**src/rtl/char_port_pkg.sv**
```systemverilog
// constants shared by the character display host port and its memories
package char_port_pkg;

  // widths and memory sizes
  localparam int DATA_W      = 8;
  localparam int PTR_W       = 7;
  localparam int GLYPH_AW    = 6;
  localparam int TEXT_DEPTH  = 80;
  localparam int GLYPH_DEPTH = 64;
  localparam int VISIBLE     = 8;
  localparam logic [PTR_W-1:0] TEXT_LAST = 7'h4F;
  localparam logic [DATA_W-1:0] CLEAR_FILL = 8'h00;

  // execution times and their cycle counts at the 10 MHz clock
  localparam int CLK_MHZ       = 10;
  localparam int T_SHORT_NS    = 39000;
  localparam int T_DATA_NS     = 43000;
  localparam int T_LONG_NS     = 1530000;
  localparam int SHORT_OP_CYC  = (T_SHORT_NS * CLK_MHZ + 999) / 1000;
  localparam int DATA_OP_CYC   = (T_DATA_NS * CLK_MHZ + 999) / 1000;
  localparam int LONG_OP_CYC   = (T_LONG_NS * CLK_MHZ + 999) / 1000;
  localparam int BUSY_W        = 15;

  // instruction opcode marker bits, highest set bit decides
  localparam int OP_TEXT_ADDR  = 7;
  localparam int OP_GLYPH_ADDR = 6;
  localparam int OP_FUNC       = 5;
  localparam int OP_SHIFT      = 4;
  localparam int OP_DISPLAY    = 3;
  localparam int OP_ENTRY      = 2;
  localparam int OP_HOME       = 1;
  localparam int OP_CLEAR      = 0;

  // operand field positions
  localparam int FS_WIDTH_BIT  = 4;
  localparam int FS_LINES_BIT  = 3;
  localparam int FS_FONT_BIT   = 2;
  localparam int EM_INC_BIT    = 1;
  localparam int EM_SHIFT_BIT  = 0;
  localparam int DC_ON_BIT     = 2;
  localparam int DC_CURSOR_BIT = 1;
  localparam int DC_BLINK_BIT  = 0;
  localparam int SH_DISP_BIT   = 3;
  localparam int SH_RIGHT_BIT  = 2;
  localparam int BUSY_BIT      = 7;

  typedef enum logic {ST_RUN, ST_CLEAR} ctrl_state_t;

endpackage : char_port_pkg

```
**src/rtl/mem_bus_if.sv**
```systemverilog
// link between the port controller and its text, glyph memories and scan path
`timescale 1ns/1ps
`default_nettype none
interface mem_bus_if;
  import char_port_pkg::*;
  logic                wr_en;
  logic                wr_glyph;
  logic [PTR_W-1:0]    wr_addr;
  logic [DATA_W-1:0]   wr_data;
  logic                rd_glyph;
  logic [PTR_W-1:0]    rd_addr;
  logic [DATA_W-1:0]   rd_data;
  logic [2:0]          scan_pos;
  logic [3:0]          scan_row;
  logic                tall_font;
  logic [4:0]          scan_dots;

  modport ctrl (output wr_en, wr_glyph, wr_addr, wr_data, rd_glyph, rd_addr,
                scan_pos, scan_row, tall_font, input rd_data, scan_dots);
  modport mem  (input wr_en, wr_glyph, wr_addr, wr_data, rd_glyph, rd_addr,
                scan_pos, scan_row, tall_font, output rd_data, scan_dots);
endinterface : mem_bus_if
`default_nettype wire

```
**src/rtl/char_port.sv**
```systemverilog
// host parallel port of the character display controller
//
// What this block does
// - register select high reaches transfer register, low reaches command register.
// - read/write high means module drives data bus; low means host writes.
// - controller holds an 8-bit command register and an 8-bit transfer register.
// - command register is loaded only by host writes and never read back.
// - writing an address instruction fetches the addressed byte into transfer register.
// - select 0, write: byte taken as instruction and its operation started.
// - select 0, read: busy flag on bit 7, ram pointer on the rest.
// - select 1, write: byte goes straight into last addressed ram and into transfer register.
// - select 1, read: transfer register byte from text or glyph ram driven out.
// - while busy the controller refuses any further instruction.
// - one ram pointer addresses both rams; last address, home or clear instruction picks which.
// - text ram holds 80 eight-bit character codes.
// - visible positions 1 to 8 show text ram addresses 00 to 07.
// - glyph rom turns each code with upper nibble nonzero into a 5x8 or 5x10 dot pattern.
// - glyph ram is writable: eight 5x8 or four 5x10 user patterns.
// - codes with upper nibble zero pick a user glyph, bit 3 ignored.
// - set text address has bit 7 high, 7-bit address, takes 39 us.
// - set glyph address has bits 7..6 = 01, 6-bit address, 39 us.
// - function set picks bus width, line count and font height, 39 us.
// - data write stores at ram pointer and keeps device busy 43 us.
`timescale 1ns/1ps
`default_nettype none
module char_port
  import char_port_pkg::*;
#(
  parameter int LONG_CYC = LONG_OP_CYC
) (
  // clock and reset
  input  wire logic              ref_clk,
  input  wire logic              reset_n,
  // host pins
  input  wire logic              register_select,
  input  wire logic              read_write,
  input  wire logic              strobe,
  input  wire logic [DATA_W-1:0] db_in,
  output var  logic [DATA_W-1:0] db_out,
  output var  logic              db_oe,
  // display scan, same clock domain
  input  wire logic [2:0]        scan_pos,
  input  wire logic [3:0]        scan_row,
  output var  logic [4:0]        glyph_dots,
  output var  logic              display_on
);

  //////////////////////////////////////////////////////////////////////////////
  // pin synchronisers
  localparam int SYNC_W = DATA_W + 3;
  logic [SYNC_W-1:0] sync1_q;
  logic [SYNC_W-1:0] sync2_q;
  logic              e_prev_q;
  logic              rs_s;
  logic              rw_s;
  logic              e_s;
  logic [DATA_W-1:0] db_s;
  logic              e_rise;
  logic              e_fall;

  always_ff @(posedge ref_clk or negedge reset_n) begin
    if (!reset_n) begin
      sync1_q  <= '0;
      sync2_q  <= '0;
      e_prev_q <= 1'b0;
    end else begin
      sync1_q  <= {register_select, read_write, strobe, db_in};
      sync2_q  <= sync1_q;
      e_prev_q <= e_s;
    end
  end

  assign {rs_s, rw_s, e_s, db_s} = sync2_q;
  assign e_rise = e_s && !e_prev_q;
  assign e_fall = !e_s && e_prev_q;

  //////////////////////////////////////////////////////////////////////////////
  // controller state
  mem_bus_if mb ();

  char_mem u_mem (
    .ref_clk (ref_clk),
    .mb      (mb.mem)
  );

  ctrl_state_t       state_q, state_d;
  logic [DATA_W-1:0] command_q, command_d;
  logic [DATA_W-1:0] transfer_q, transfer_d;
  logic [PTR_W-1:0]  ptr_q, ptr_d;
  logic [PTR_W-1:0]  clr_q, clr_d;
  logic [BUSY_W-1:0] busy_q, busy_d;
  logic [1:0]        fetch_q, fetch_d;
  logic              glyph_sel_q, glyph_sel_d;
  logic              wide_q, wide_d;
  logic              two_line_q, two_line_d;
  logic              tall_q, tall_d;
  logic              inc_q, inc_d;
  logic              disp_shift_q, disp_shift_d;
  logic              on_q, on_d;
  logic              cursor_q, cursor_d;
  logic              blink_q, blink_d;
  logic              nib_q, nib_d;
  logic [3:0]        hold_q, hold_d;
  logic [DATA_W-1:0] db_out_d;
  logic              db_oe_d;
  logic [4:0]        dots_q, dots_d;
  logic              busy;
  logic [DATA_W-1:0] byte_in;
  logic [DATA_W-1:0] rd_val;
  logic              last_nib;

  function automatic logic [PTR_W-1:0] step(input logic [PTR_W-1:0] p, input logic up,
                                             input logic glyph);
    logic [PTR_W-1:0] n;
    n = up ? PTR_W'(p + 1'b1) : PTR_W'(p - 1'b1);
    if (glyph) begin
      n[PTR_W-1] = 1'b0;
    end else if (up && p == TEXT_LAST) begin
      n = '0;
    end else if (!up && p == '0) begin
      n = TEXT_LAST;
    end
    step = n;
  endfunction : step

  assign busy     = (busy_q != '0) || (state_q == ST_CLEAR);
  assign last_nib = wide_q || nib_q;
  assign byte_in  = wide_q ? db_s : {hold_q, db_s[DATA_W-1:4]};
  assign rd_val   = rs_s ? transfer_q : {busy, ptr_q};

  always_comb begin
    state_d      = state_q;
    command_d    = command_q;
    transfer_d   = transfer_q;
    ptr_d        = ptr_q;
    clr_d        = clr_q;
    busy_d       = (busy_q != '0) ? BUSY_W'(busy_q - 1'b1) : busy_q;
    fetch_d      = {fetch_q[0], 1'b0};
    glyph_sel_d  = glyph_sel_q;
    wide_d       = wide_q;
    two_line_d   = two_line_q;
    tall_d       = tall_q;
    inc_d        = inc_q;
    disp_shift_d = disp_shift_q;
    on_d         = on_q;
    cursor_d     = cursor_q;
    blink_d      = blink_q;
    nib_d        = nib_q;
    hold_d       = hold_q;
    db_out_d     = db_out;
    db_oe_d      = db_oe;
    mb.wr_en     = 1'b0;
    mb.wr_glyph  = glyph_sel_q;
    mb.wr_addr   = ptr_q;
    mb.wr_data   = transfer_q;

    // fetched byte lands two cycles after the pointer settles
    if (fetch_q[1]) begin
      transfer_d = mb.rd_data;
    end

    // read data appears three cycles after the strobe rises; a slow host
    // strobe is assumed, the pin-to-pin delay is not met at this clock
    if (e_rise && rw_s) begin
      db_oe_d  = 1'b1;
      db_out_d = rd_val;
      if (!wide_q) begin
        db_out_d = nib_q ? {rd_val[3:0], 4'h0} : {rd_val[DATA_W-1:4], 4'h0};
      end
    end
    if (e_fall) begin
      db_oe_d = 1'b0;
    end

    case (state_q)
      ST_CLEAR: begin
        mb.wr_en    = 1'b1;
        mb.wr_glyph = 1'b0;
        mb.wr_addr  = clr_q;
        mb.wr_data  = CLEAR_FILL;
        clr_d       = PTR_W'(clr_q + 1'b1);
        if (clr_q == TEXT_LAST) begin
          state_d   = ST_RUN;
          fetch_d   = 2'b01;
        end
      end
      ST_RUN: begin
        if (e_fall) begin
          if (!last_nib) begin
            hold_d = db_s[DATA_W-1:4];
            nib_d  = 1'b1;
          end else begin
            nib_d = 1'b0;
            if (!rs_s && !rw_s && !busy) begin
              command_d = byte_in;
              busy_d    = BUSY_W'(SHORT_OP_CYC);
              if (byte_in[OP_TEXT_ADDR]) begin
                ptr_d       = byte_in[PTR_W-1:0];
                glyph_sel_d = 1'b0;
                fetch_d     = 2'b01;
              end else if (byte_in[OP_GLYPH_ADDR]) begin
                ptr_d       = {1'b0, byte_in[GLYPH_AW-1:0]};
                glyph_sel_d = 1'b1;
                fetch_d     = 2'b01;
              end else if (byte_in[OP_FUNC]) begin
                wide_d     = byte_in[FS_WIDTH_BIT];
                two_line_d = byte_in[FS_LINES_BIT];
                tall_d     = byte_in[FS_FONT_BIT];
              end else if (byte_in[OP_SHIFT]) begin
                if (!byte_in[SH_DISP_BIT]) begin
                  ptr_d = step(ptr_q, byte_in[SH_RIGHT_BIT], glyph_sel_q);
                end
              end else if (byte_in[OP_DISPLAY]) begin
                on_d     = byte_in[DC_ON_BIT];
                cursor_d = byte_in[DC_CURSOR_BIT];
                blink_d  = byte_in[DC_BLINK_BIT];
              end else if (byte_in[OP_ENTRY]) begin
                inc_d        = byte_in[EM_INC_BIT];
                disp_shift_d = byte_in[EM_SHIFT_BIT];
              end else if (byte_in[OP_HOME]) begin
                ptr_d       = '0;
                glyph_sel_d = 1'b0;
                busy_d      = BUSY_W'(LONG_CYC);
                fetch_d     = 2'b01;
              end else if (byte_in[OP_CLEAR]) begin
                state_d     = ST_CLEAR;
                clr_d       = '0;
                ptr_d       = '0;
                glyph_sel_d = 1'b0;
                inc_d       = 1'b1;
                busy_d      = BUSY_W'(LONG_CYC);
              end
            end else if (rs_s && !rw_s && !busy) begin
              mb.wr_en   = 1'b1;
              mb.wr_data = byte_in;
              transfer_d = byte_in;
              ptr_d      = step(ptr_q, inc_q, glyph_sel_q);
              busy_d     = BUSY_W'(DATA_OP_CYC);
              fetch_d    = 2'b01;
            end else if (rs_s && rw_s && !busy) begin
              ptr_d   = step(ptr_q, inc_q, glyph_sel_q);
              busy_d  = BUSY_W'(DATA_OP_CYC);
              fetch_d = 2'b01;
            end
          end
        end
      end
      default: begin
        state_d = ST_RUN;
      end
    endcase

    dots_d = on_q ? mb.scan_dots : 5'h00;
  end

  assign mb.rd_glyph  = glyph_sel_q;
  assign mb.rd_addr   = ptr_q;
  assign mb.scan_pos  = scan_pos;
  assign mb.scan_row  = scan_row;
  assign mb.tall_font = tall_q;

  //////////////////////////////////////////////////////////////////////////////
  // registers
  always_ff @(posedge ref_clk or negedge reset_n) begin
    if (!reset_n) begin
      state_q      <= ST_RUN;
      command_q    <= '0;
      transfer_q   <= '0;
      ptr_q        <= '0;
      clr_q        <= '0;
      busy_q       <= '0;
      fetch_q      <= '0;
      glyph_sel_q  <= 1'b0;
      wide_q       <= 1'b1;
      two_line_q   <= 1'b0;
      tall_q       <= 1'b0;
      inc_q        <= 1'b1;
      disp_shift_q <= 1'b0;
      on_q         <= 1'b0;
      cursor_q     <= 1'b0;
      blink_q      <= 1'b0;
      nib_q        <= 1'b0;
      hold_q       <= '0;
      db_out       <= '0;
      db_oe        <= 1'b0;
      dots_q       <= '0;
    end else begin
      state_q      <= state_d;
      command_q    <= command_d;
      transfer_q   <= transfer_d;
      ptr_q        <= ptr_d;
      clr_q        <= clr_d;
      busy_q       <= busy_d;
      fetch_q      <= fetch_d;
      glyph_sel_q  <= glyph_sel_d;
      wide_q       <= wide_d;
      two_line_q   <= two_line_d;
      tall_q       <= tall_d;
      inc_q        <= inc_d;
      disp_shift_q <= disp_shift_d;
      on_q         <= on_d;
      cursor_q     <= cursor_d;
      blink_q      <= blink_d;
      nib_q        <= nib_d;
      hold_q       <= hold_d;
      db_out       <= db_out_d;
      db_oe        <= db_oe_d;
      dots_q       <= dots_d;
    end
  end

  assign glyph_dots = dots_q;
  assign display_on = on_q;

endmodule : char_port
`default_nettype wire

```
**src/rtl/char_mem.sv**
```systemverilog
// text ram, glyph ram, stand-in glyph rom and the dot scan path
`timescale 1ns/1ps
`default_nettype none
module char_mem
  import char_port_pkg::*;
(
  // clock
  input  wire logic ref_clk,
  // controller side
  mem_bus_if.mem    mb
);

  logic [DATA_W-1:0] text_ram  [TEXT_DEPTH];
  logic [DATA_W-1:0] glyph_ram [GLYPH_DEPTH];
  logic [DATA_W-1:0] rd_q;
  logic [DATA_W-1:0] code_q;
  logic [3:0]        row_q;
  logic [4:0]        dots_q;
  logic [DATA_W-1:0] code_d;
  logic [4:0]        dots_d;
  logic [GLYPH_AW-1:0] uaddr;

  // stand-in font: the real artwork lives in a mask rom outside this model
  function automatic logic [4:0] rom_dots(input logic [7:0] code, input logic [3:0] row);
    rom_dots = code[4:0] ^ {row, row[0]};
  endfunction : rom_dots

  always_comb begin
    code_d = text_ram[mb.scan_pos];
    // user codes: upper nibble zero, bit 3 ignored, row forms low address
    if (mb.tall_font) begin
      uaddr = {code_q[2:1], row_q};
    end else begin
      uaddr = {code_q[2:0], row_q[2:0]};
    end
    if (code_q[7:4] == 4'h0) begin
      dots_d = glyph_ram[uaddr][4:0];
    end else begin
      dots_d = rom_dots(code_q, row_q);
    end
  end

  always_ff @(posedge ref_clk) begin
    if (mb.wr_en && mb.wr_glyph) begin
      glyph_ram[mb.wr_addr[GLYPH_AW-1:0]] <= mb.wr_data;
    end
    if (mb.wr_en && !mb.wr_glyph) begin
      text_ram[mb.wr_addr] <= mb.wr_data;
    end
    rd_q   <= mb.rd_glyph ? glyph_ram[mb.rd_addr[GLYPH_AW-1:0]]
                          : text_ram[mb.rd_addr];
    code_q <= code_d;
    row_q  <= mb.scan_row;
    dots_q <= dots_d;
  end

  assign mb.rd_data   = rd_q;
  assign mb.scan_dots = dots_q;

endmodule : char_mem
`default_nettype wire

```
**config.mk**
```make
export PLATFORM = sky130hd
export DESIGN_NAME = char_port
export DESIGN_NICKNAME = d
export VERILOG_FILES = /design/src/rtl/char_port_pkg.sv /design/src/rtl/mem_bus_if.sv /design/src/rtl/char_port.sv /design/src/rtl/char_mem.sv
export SDC_FILE = /design/constraint.sdc
export NUM_CORES = 1
export LEC_CHECK = 0
export BUFFER_PORTS_ARGS = -buffer_cell sky130_fd_sc_hd__buf_2
export CELL_PAD_IN_SITES_DETAIL_PLACEMENT = 0
export CELL_PAD_IN_SITES_GLOBAL_PLACEMENT = 1
export CORE_MARGIN = 1.5
export CORE_UTILIZATION = 55
export DETAILED_ROUTE_END_ITERATION = 8
export PLACE_DENSITY_LB_ADDON = 0.15
export SLEW_MARGIN = 20
export SYNTH_ARGS = -nofsm -noshare
export SYNTH_HDL_FRONTEND = slang
export SYNTH_SLANG_ARGS = --single-unit
```
**constraint.sdc**
```tcl
create_clock -name ref_clk -period 10.5 [get_ports ref_clk]
set_input_delay 0.525 -clock ref_clk [delete_from_list [all_inputs] [get_ports ref_clk]]
set_output_delay 0.525 -clock ref_clk [all_outputs]
set_load 0.005 [all_outputs]
```
==> impl_metrics.env <==
export IMPL_relSlewSlack=0.212
export IMPL_overflow=0
export IMPL_yosys_area_top_type_share=0.651
export IMPL_start_util=0.557
export IMPL_critPathLaunchType="register"
export IMPL_syn_to_final_growth_pct=11.2
export IMPL_finalHoldViolCount=0
export IMPL_avgSynthCellArea_um2=18.2
export IMPL_cts_buffer_depth=3
export IMPL_hpwl_mm=97.0
export IMPL_syn_cell_area_um2=53200
export IMPL_drc_errors=0
export IMPL_setup_violations=0
export IMPL_switching_power_w=0.00264
export IMPL_intPower_w=0.00863
export IMPL_yosysTopAreaCell="edfxtp_1"
export IMPL_path_clk_slew_ns=0.06
export IMPL_p_comb_frac=0.081
export IMPL_yosys_area_share_simple=0.0533
export IMPL_synth_edff_count=1152
export IMPL_dieWidth_um=314
export IMPL_cts_tree="done"
export IMPL_synthMuxAreaShare=0.178
export IMPL_cts_repair_resized=0
export IMPL_antenna_found_initial=10
export IMPL_synthArstFlopShare=0.0688
export IMPL_cts_hold_buf=16
export IMPL_synth_xor_area_frac=0.00329
export IMPL_grt_max_degree=113
export IMPL_numCtsBuffers=132
export IMPL_p_sw_frac=0.234
export IMPL_syn_nets=2953
export IMPL_die_area_um2=98600
export IMPL_drtIter0Drc=4726
export IMPL_pin_count=35
export IMPL_cts_sinks=1264
export IMPL_worstHoldPathType="in -> reg"
export IMPL_ir_drop_mv=0.161
export IMPL_synth_cells=2927
export IMPL_holdWs_ns=0.231
export IMPL_cts_root_buf="clkbuf_16"
export IMPL_grt_first_pass_wirelength_mm=218
export IMPL_ys_flop_type="edfxtp_1"
export IMPL_post_cts_buffers=0
export IMPL_path_class="reg -> reg"
export IMPL_port_buffers=34
export IMPL_outcome="completed"
export IMPL_die_h_um=314
export IMPL_grt_pass1_vias=29900
export IMPL_drv_slew=0
export IMPL_dpl_cell_count=4109
export IMPL_synth_area_top_cells="edfxtp_1, mux4_2, dfrtp_1"
export IMPL_nets=3021
export IMPL_via_per_inst=6.90
export IMPL_clkPwrFrac=0.414
export IMPL_synth_seq_area_share=0.701
export IMPL_track_usage=0.315
export IMPL_fin_crit_sh=0.452
export IMPL_htreeDepth=4
export IMPL_wirelength_mm=152
export IMPL_leakagePower_nw=18.8
export IMPL_synth_top_family_by_area="multiplexers"
export IMPL_ys_warnings_count=0
export IMPL_synth_seq_cells=1264
export IMPL_wire_per_inst_um=34.8
export IMPL_layout_drive_gt1_share=0.232
export IMPL_core_area_um2=95400
export IMPL_synthAdderAreaFrac=0.00141
export IMPL_fin_crit_ns=4.75
export IMPL_fp_row_count=113
export IMPL_gp_congestion=0.890
export IMPL_maxCapViolCount=0
export IMPL_crit_arrival_ns=5.42
export IMPL_powerDensity_nw_per_um2=191
export IMPL_clk_latency_ns=0.76
export IMPL_tightest_slew_ns=1.17
export IMPL_pwr_share_seq=0.505
export IMPL_required_ns=11.18
export IMPL_layoutNonFillerInstCount=4371
export IMPL_max_freq_ghz=0.211
export IMPL_end_kind="register"
export IMPL_drt_pass1_iterations=6
export IMPL_rsz0062_at_grt="no"
export IMPL_crit_fanout=44
export IMPL_fin_setup_tns_ns=0
export IMPL_yosysUniqueCellTypes=85
export IMPL_synth_compound_area_frac=0.0452
export IMPL_finClkSkew_ns=0.0352
export IMPL_ant_nets=0
export IMPL_num_vias=30200
export IMPL_fin_util=0.620
==> worst max-delay path: stages (launching register included) <==
cell,delay [ns]
dfrtp_4,0.77
buf_4,0.47
buf_4,0.70
buf_4,0.64
mux4_2,0.33
mux2i_1,0.13
a32o_1,0.24
nor4_1,0.86
a31oi_1,0.27
o21ai_0,0.17
==> final cells by class <==
cell class / count / area, um2
flip-flops and latches: 1264 / 37300
fillers: 6720 / 36300
multi-input cells: 1471 / 15100
clock buffers: 165 / 3550
well taps: 1265 / 1580
repair buffers: 107 / 802
clock inverters: 79 / 754
inverters: 19 / 71.3
diodes: 1 / 2.50
==> cell families after synthesis <==
kind of cell | after synthesis
DFF | 1264
and+or+nand+nor | 585
muxes | 514
AOI/OAI and AO/OA | 346
buffers and inverters | 192
xor gates and xnor gates | 20
adders and majority gates | 6
==> stage by stage <==
stage	total power, W	area, um2	setup slack [ns]
2_1_floorplan	0.00636	53200	1.33
3_3_place_gp	0.00668	54600	5.57
3_5_place_dp	0.00670	54600	5.87
4_1_cts	0.0113	59100	5.84
5_1_grt	0.0116	59100	5.72
6_report	0.0113	59100	5.75
==> worst paths after layout <==
check	from	endpoint	slack (ns)	depth (start not counted)
max in group asynchronous	reset_n	mb.rd_addr[1]	9.07	3
setup / recovery	mb.rd_addr[1]	u_mem.mb.rd_data[0]	5.75	9
hold reg to reg	sync1_q[2]	sync2_q[2]	0.35	0
min in group asynchronous	reset_n	sync1_q[7]	0.25	2
hold / removal	scan_pos[2]	u_mem.code_q[7]	0.23	2
setup reg to reg	mb.rd_addr[1]	u_mem.mb.rd_data[0]	5.75	9
==> metal layers <==
layer | global-route usage | up-vias | share of wire
met5 | 0 | - | 0.00038
li1 | - | 12200 | -
met4 | 0.124 | 8 | 0.041
met1 | 0.442 | 15800 | 0.38
met3 | 0.0692 | 338 | 0.10
met2 | 0.486 | 1807 | 0.47
==> cell usage after synthesis (10+ instances only) <==
cell type	count
a22o_1	14
nor3_1	27
and3_1	10
nand3_1	52
buf_1	14
nor2_1	213
buf_4	29
a22oi_1	16
dfxtp_1	25
o221ai_1	16
mux2i_1	135
or4_1	11
a21oi_1	55
clkbuf_1	69
a211oi_1	19
mux4_2	342
o21ai_0	41
a31oi_1	18
mux2_2	37
nand4_1	18
o211ai_1	10
nand2_1	142
o22ai_1	75
dfrtp_1	85
xnor2_1	14
edfxtp_1	1152
nand2b_1	10
buf_2	53
nor2b_1	25
inv_1	14
nor4_1	18
==> power by group through the flow <==
stage	sequential [W]	clock [W]	combinational (W)
floorplan	0.00574	0	0.000612
global placement	0.00579	0	0.000882
detailed placement	0.00580	0	0.000903
CTS	0.00569	0.00470	0.000911
global route	0.00570	0.00490	0.000971
finish	0.00569	0.00466	0.000918
==> cells in the final DEF, fill, tap and decap left out, drive strengths merged, types with 19 or more instances in the layout <==
cell type     n
inv          26
mux2i       135
nor2        213
nor2b        25
o22ai        75
nand2       150
a21oi        55
mux4        342
dfxtp        25
buf          91
dfrtp        85
nand4        19
nor3         28
a211oi       19
o21ai        42
clkinv       54
mux2         37
clkbuf      165
nor4         20
nand3        52
edfxtp     1152
==> state kept, by name, summed over array words and instances (netlist names), 7 cells and up <==
name and count:
u_mem.text_ram 640, u_mem.glyph_ram 512, busy_q 15, sync1_q 11, sync2_q 11, db_out 8, transfer_q 8, u_mem.code_q 8
u_mem.mb.rd_data 8, clr_q 7, mb.rd_addr 7
(Power assumes the default switching activity.)
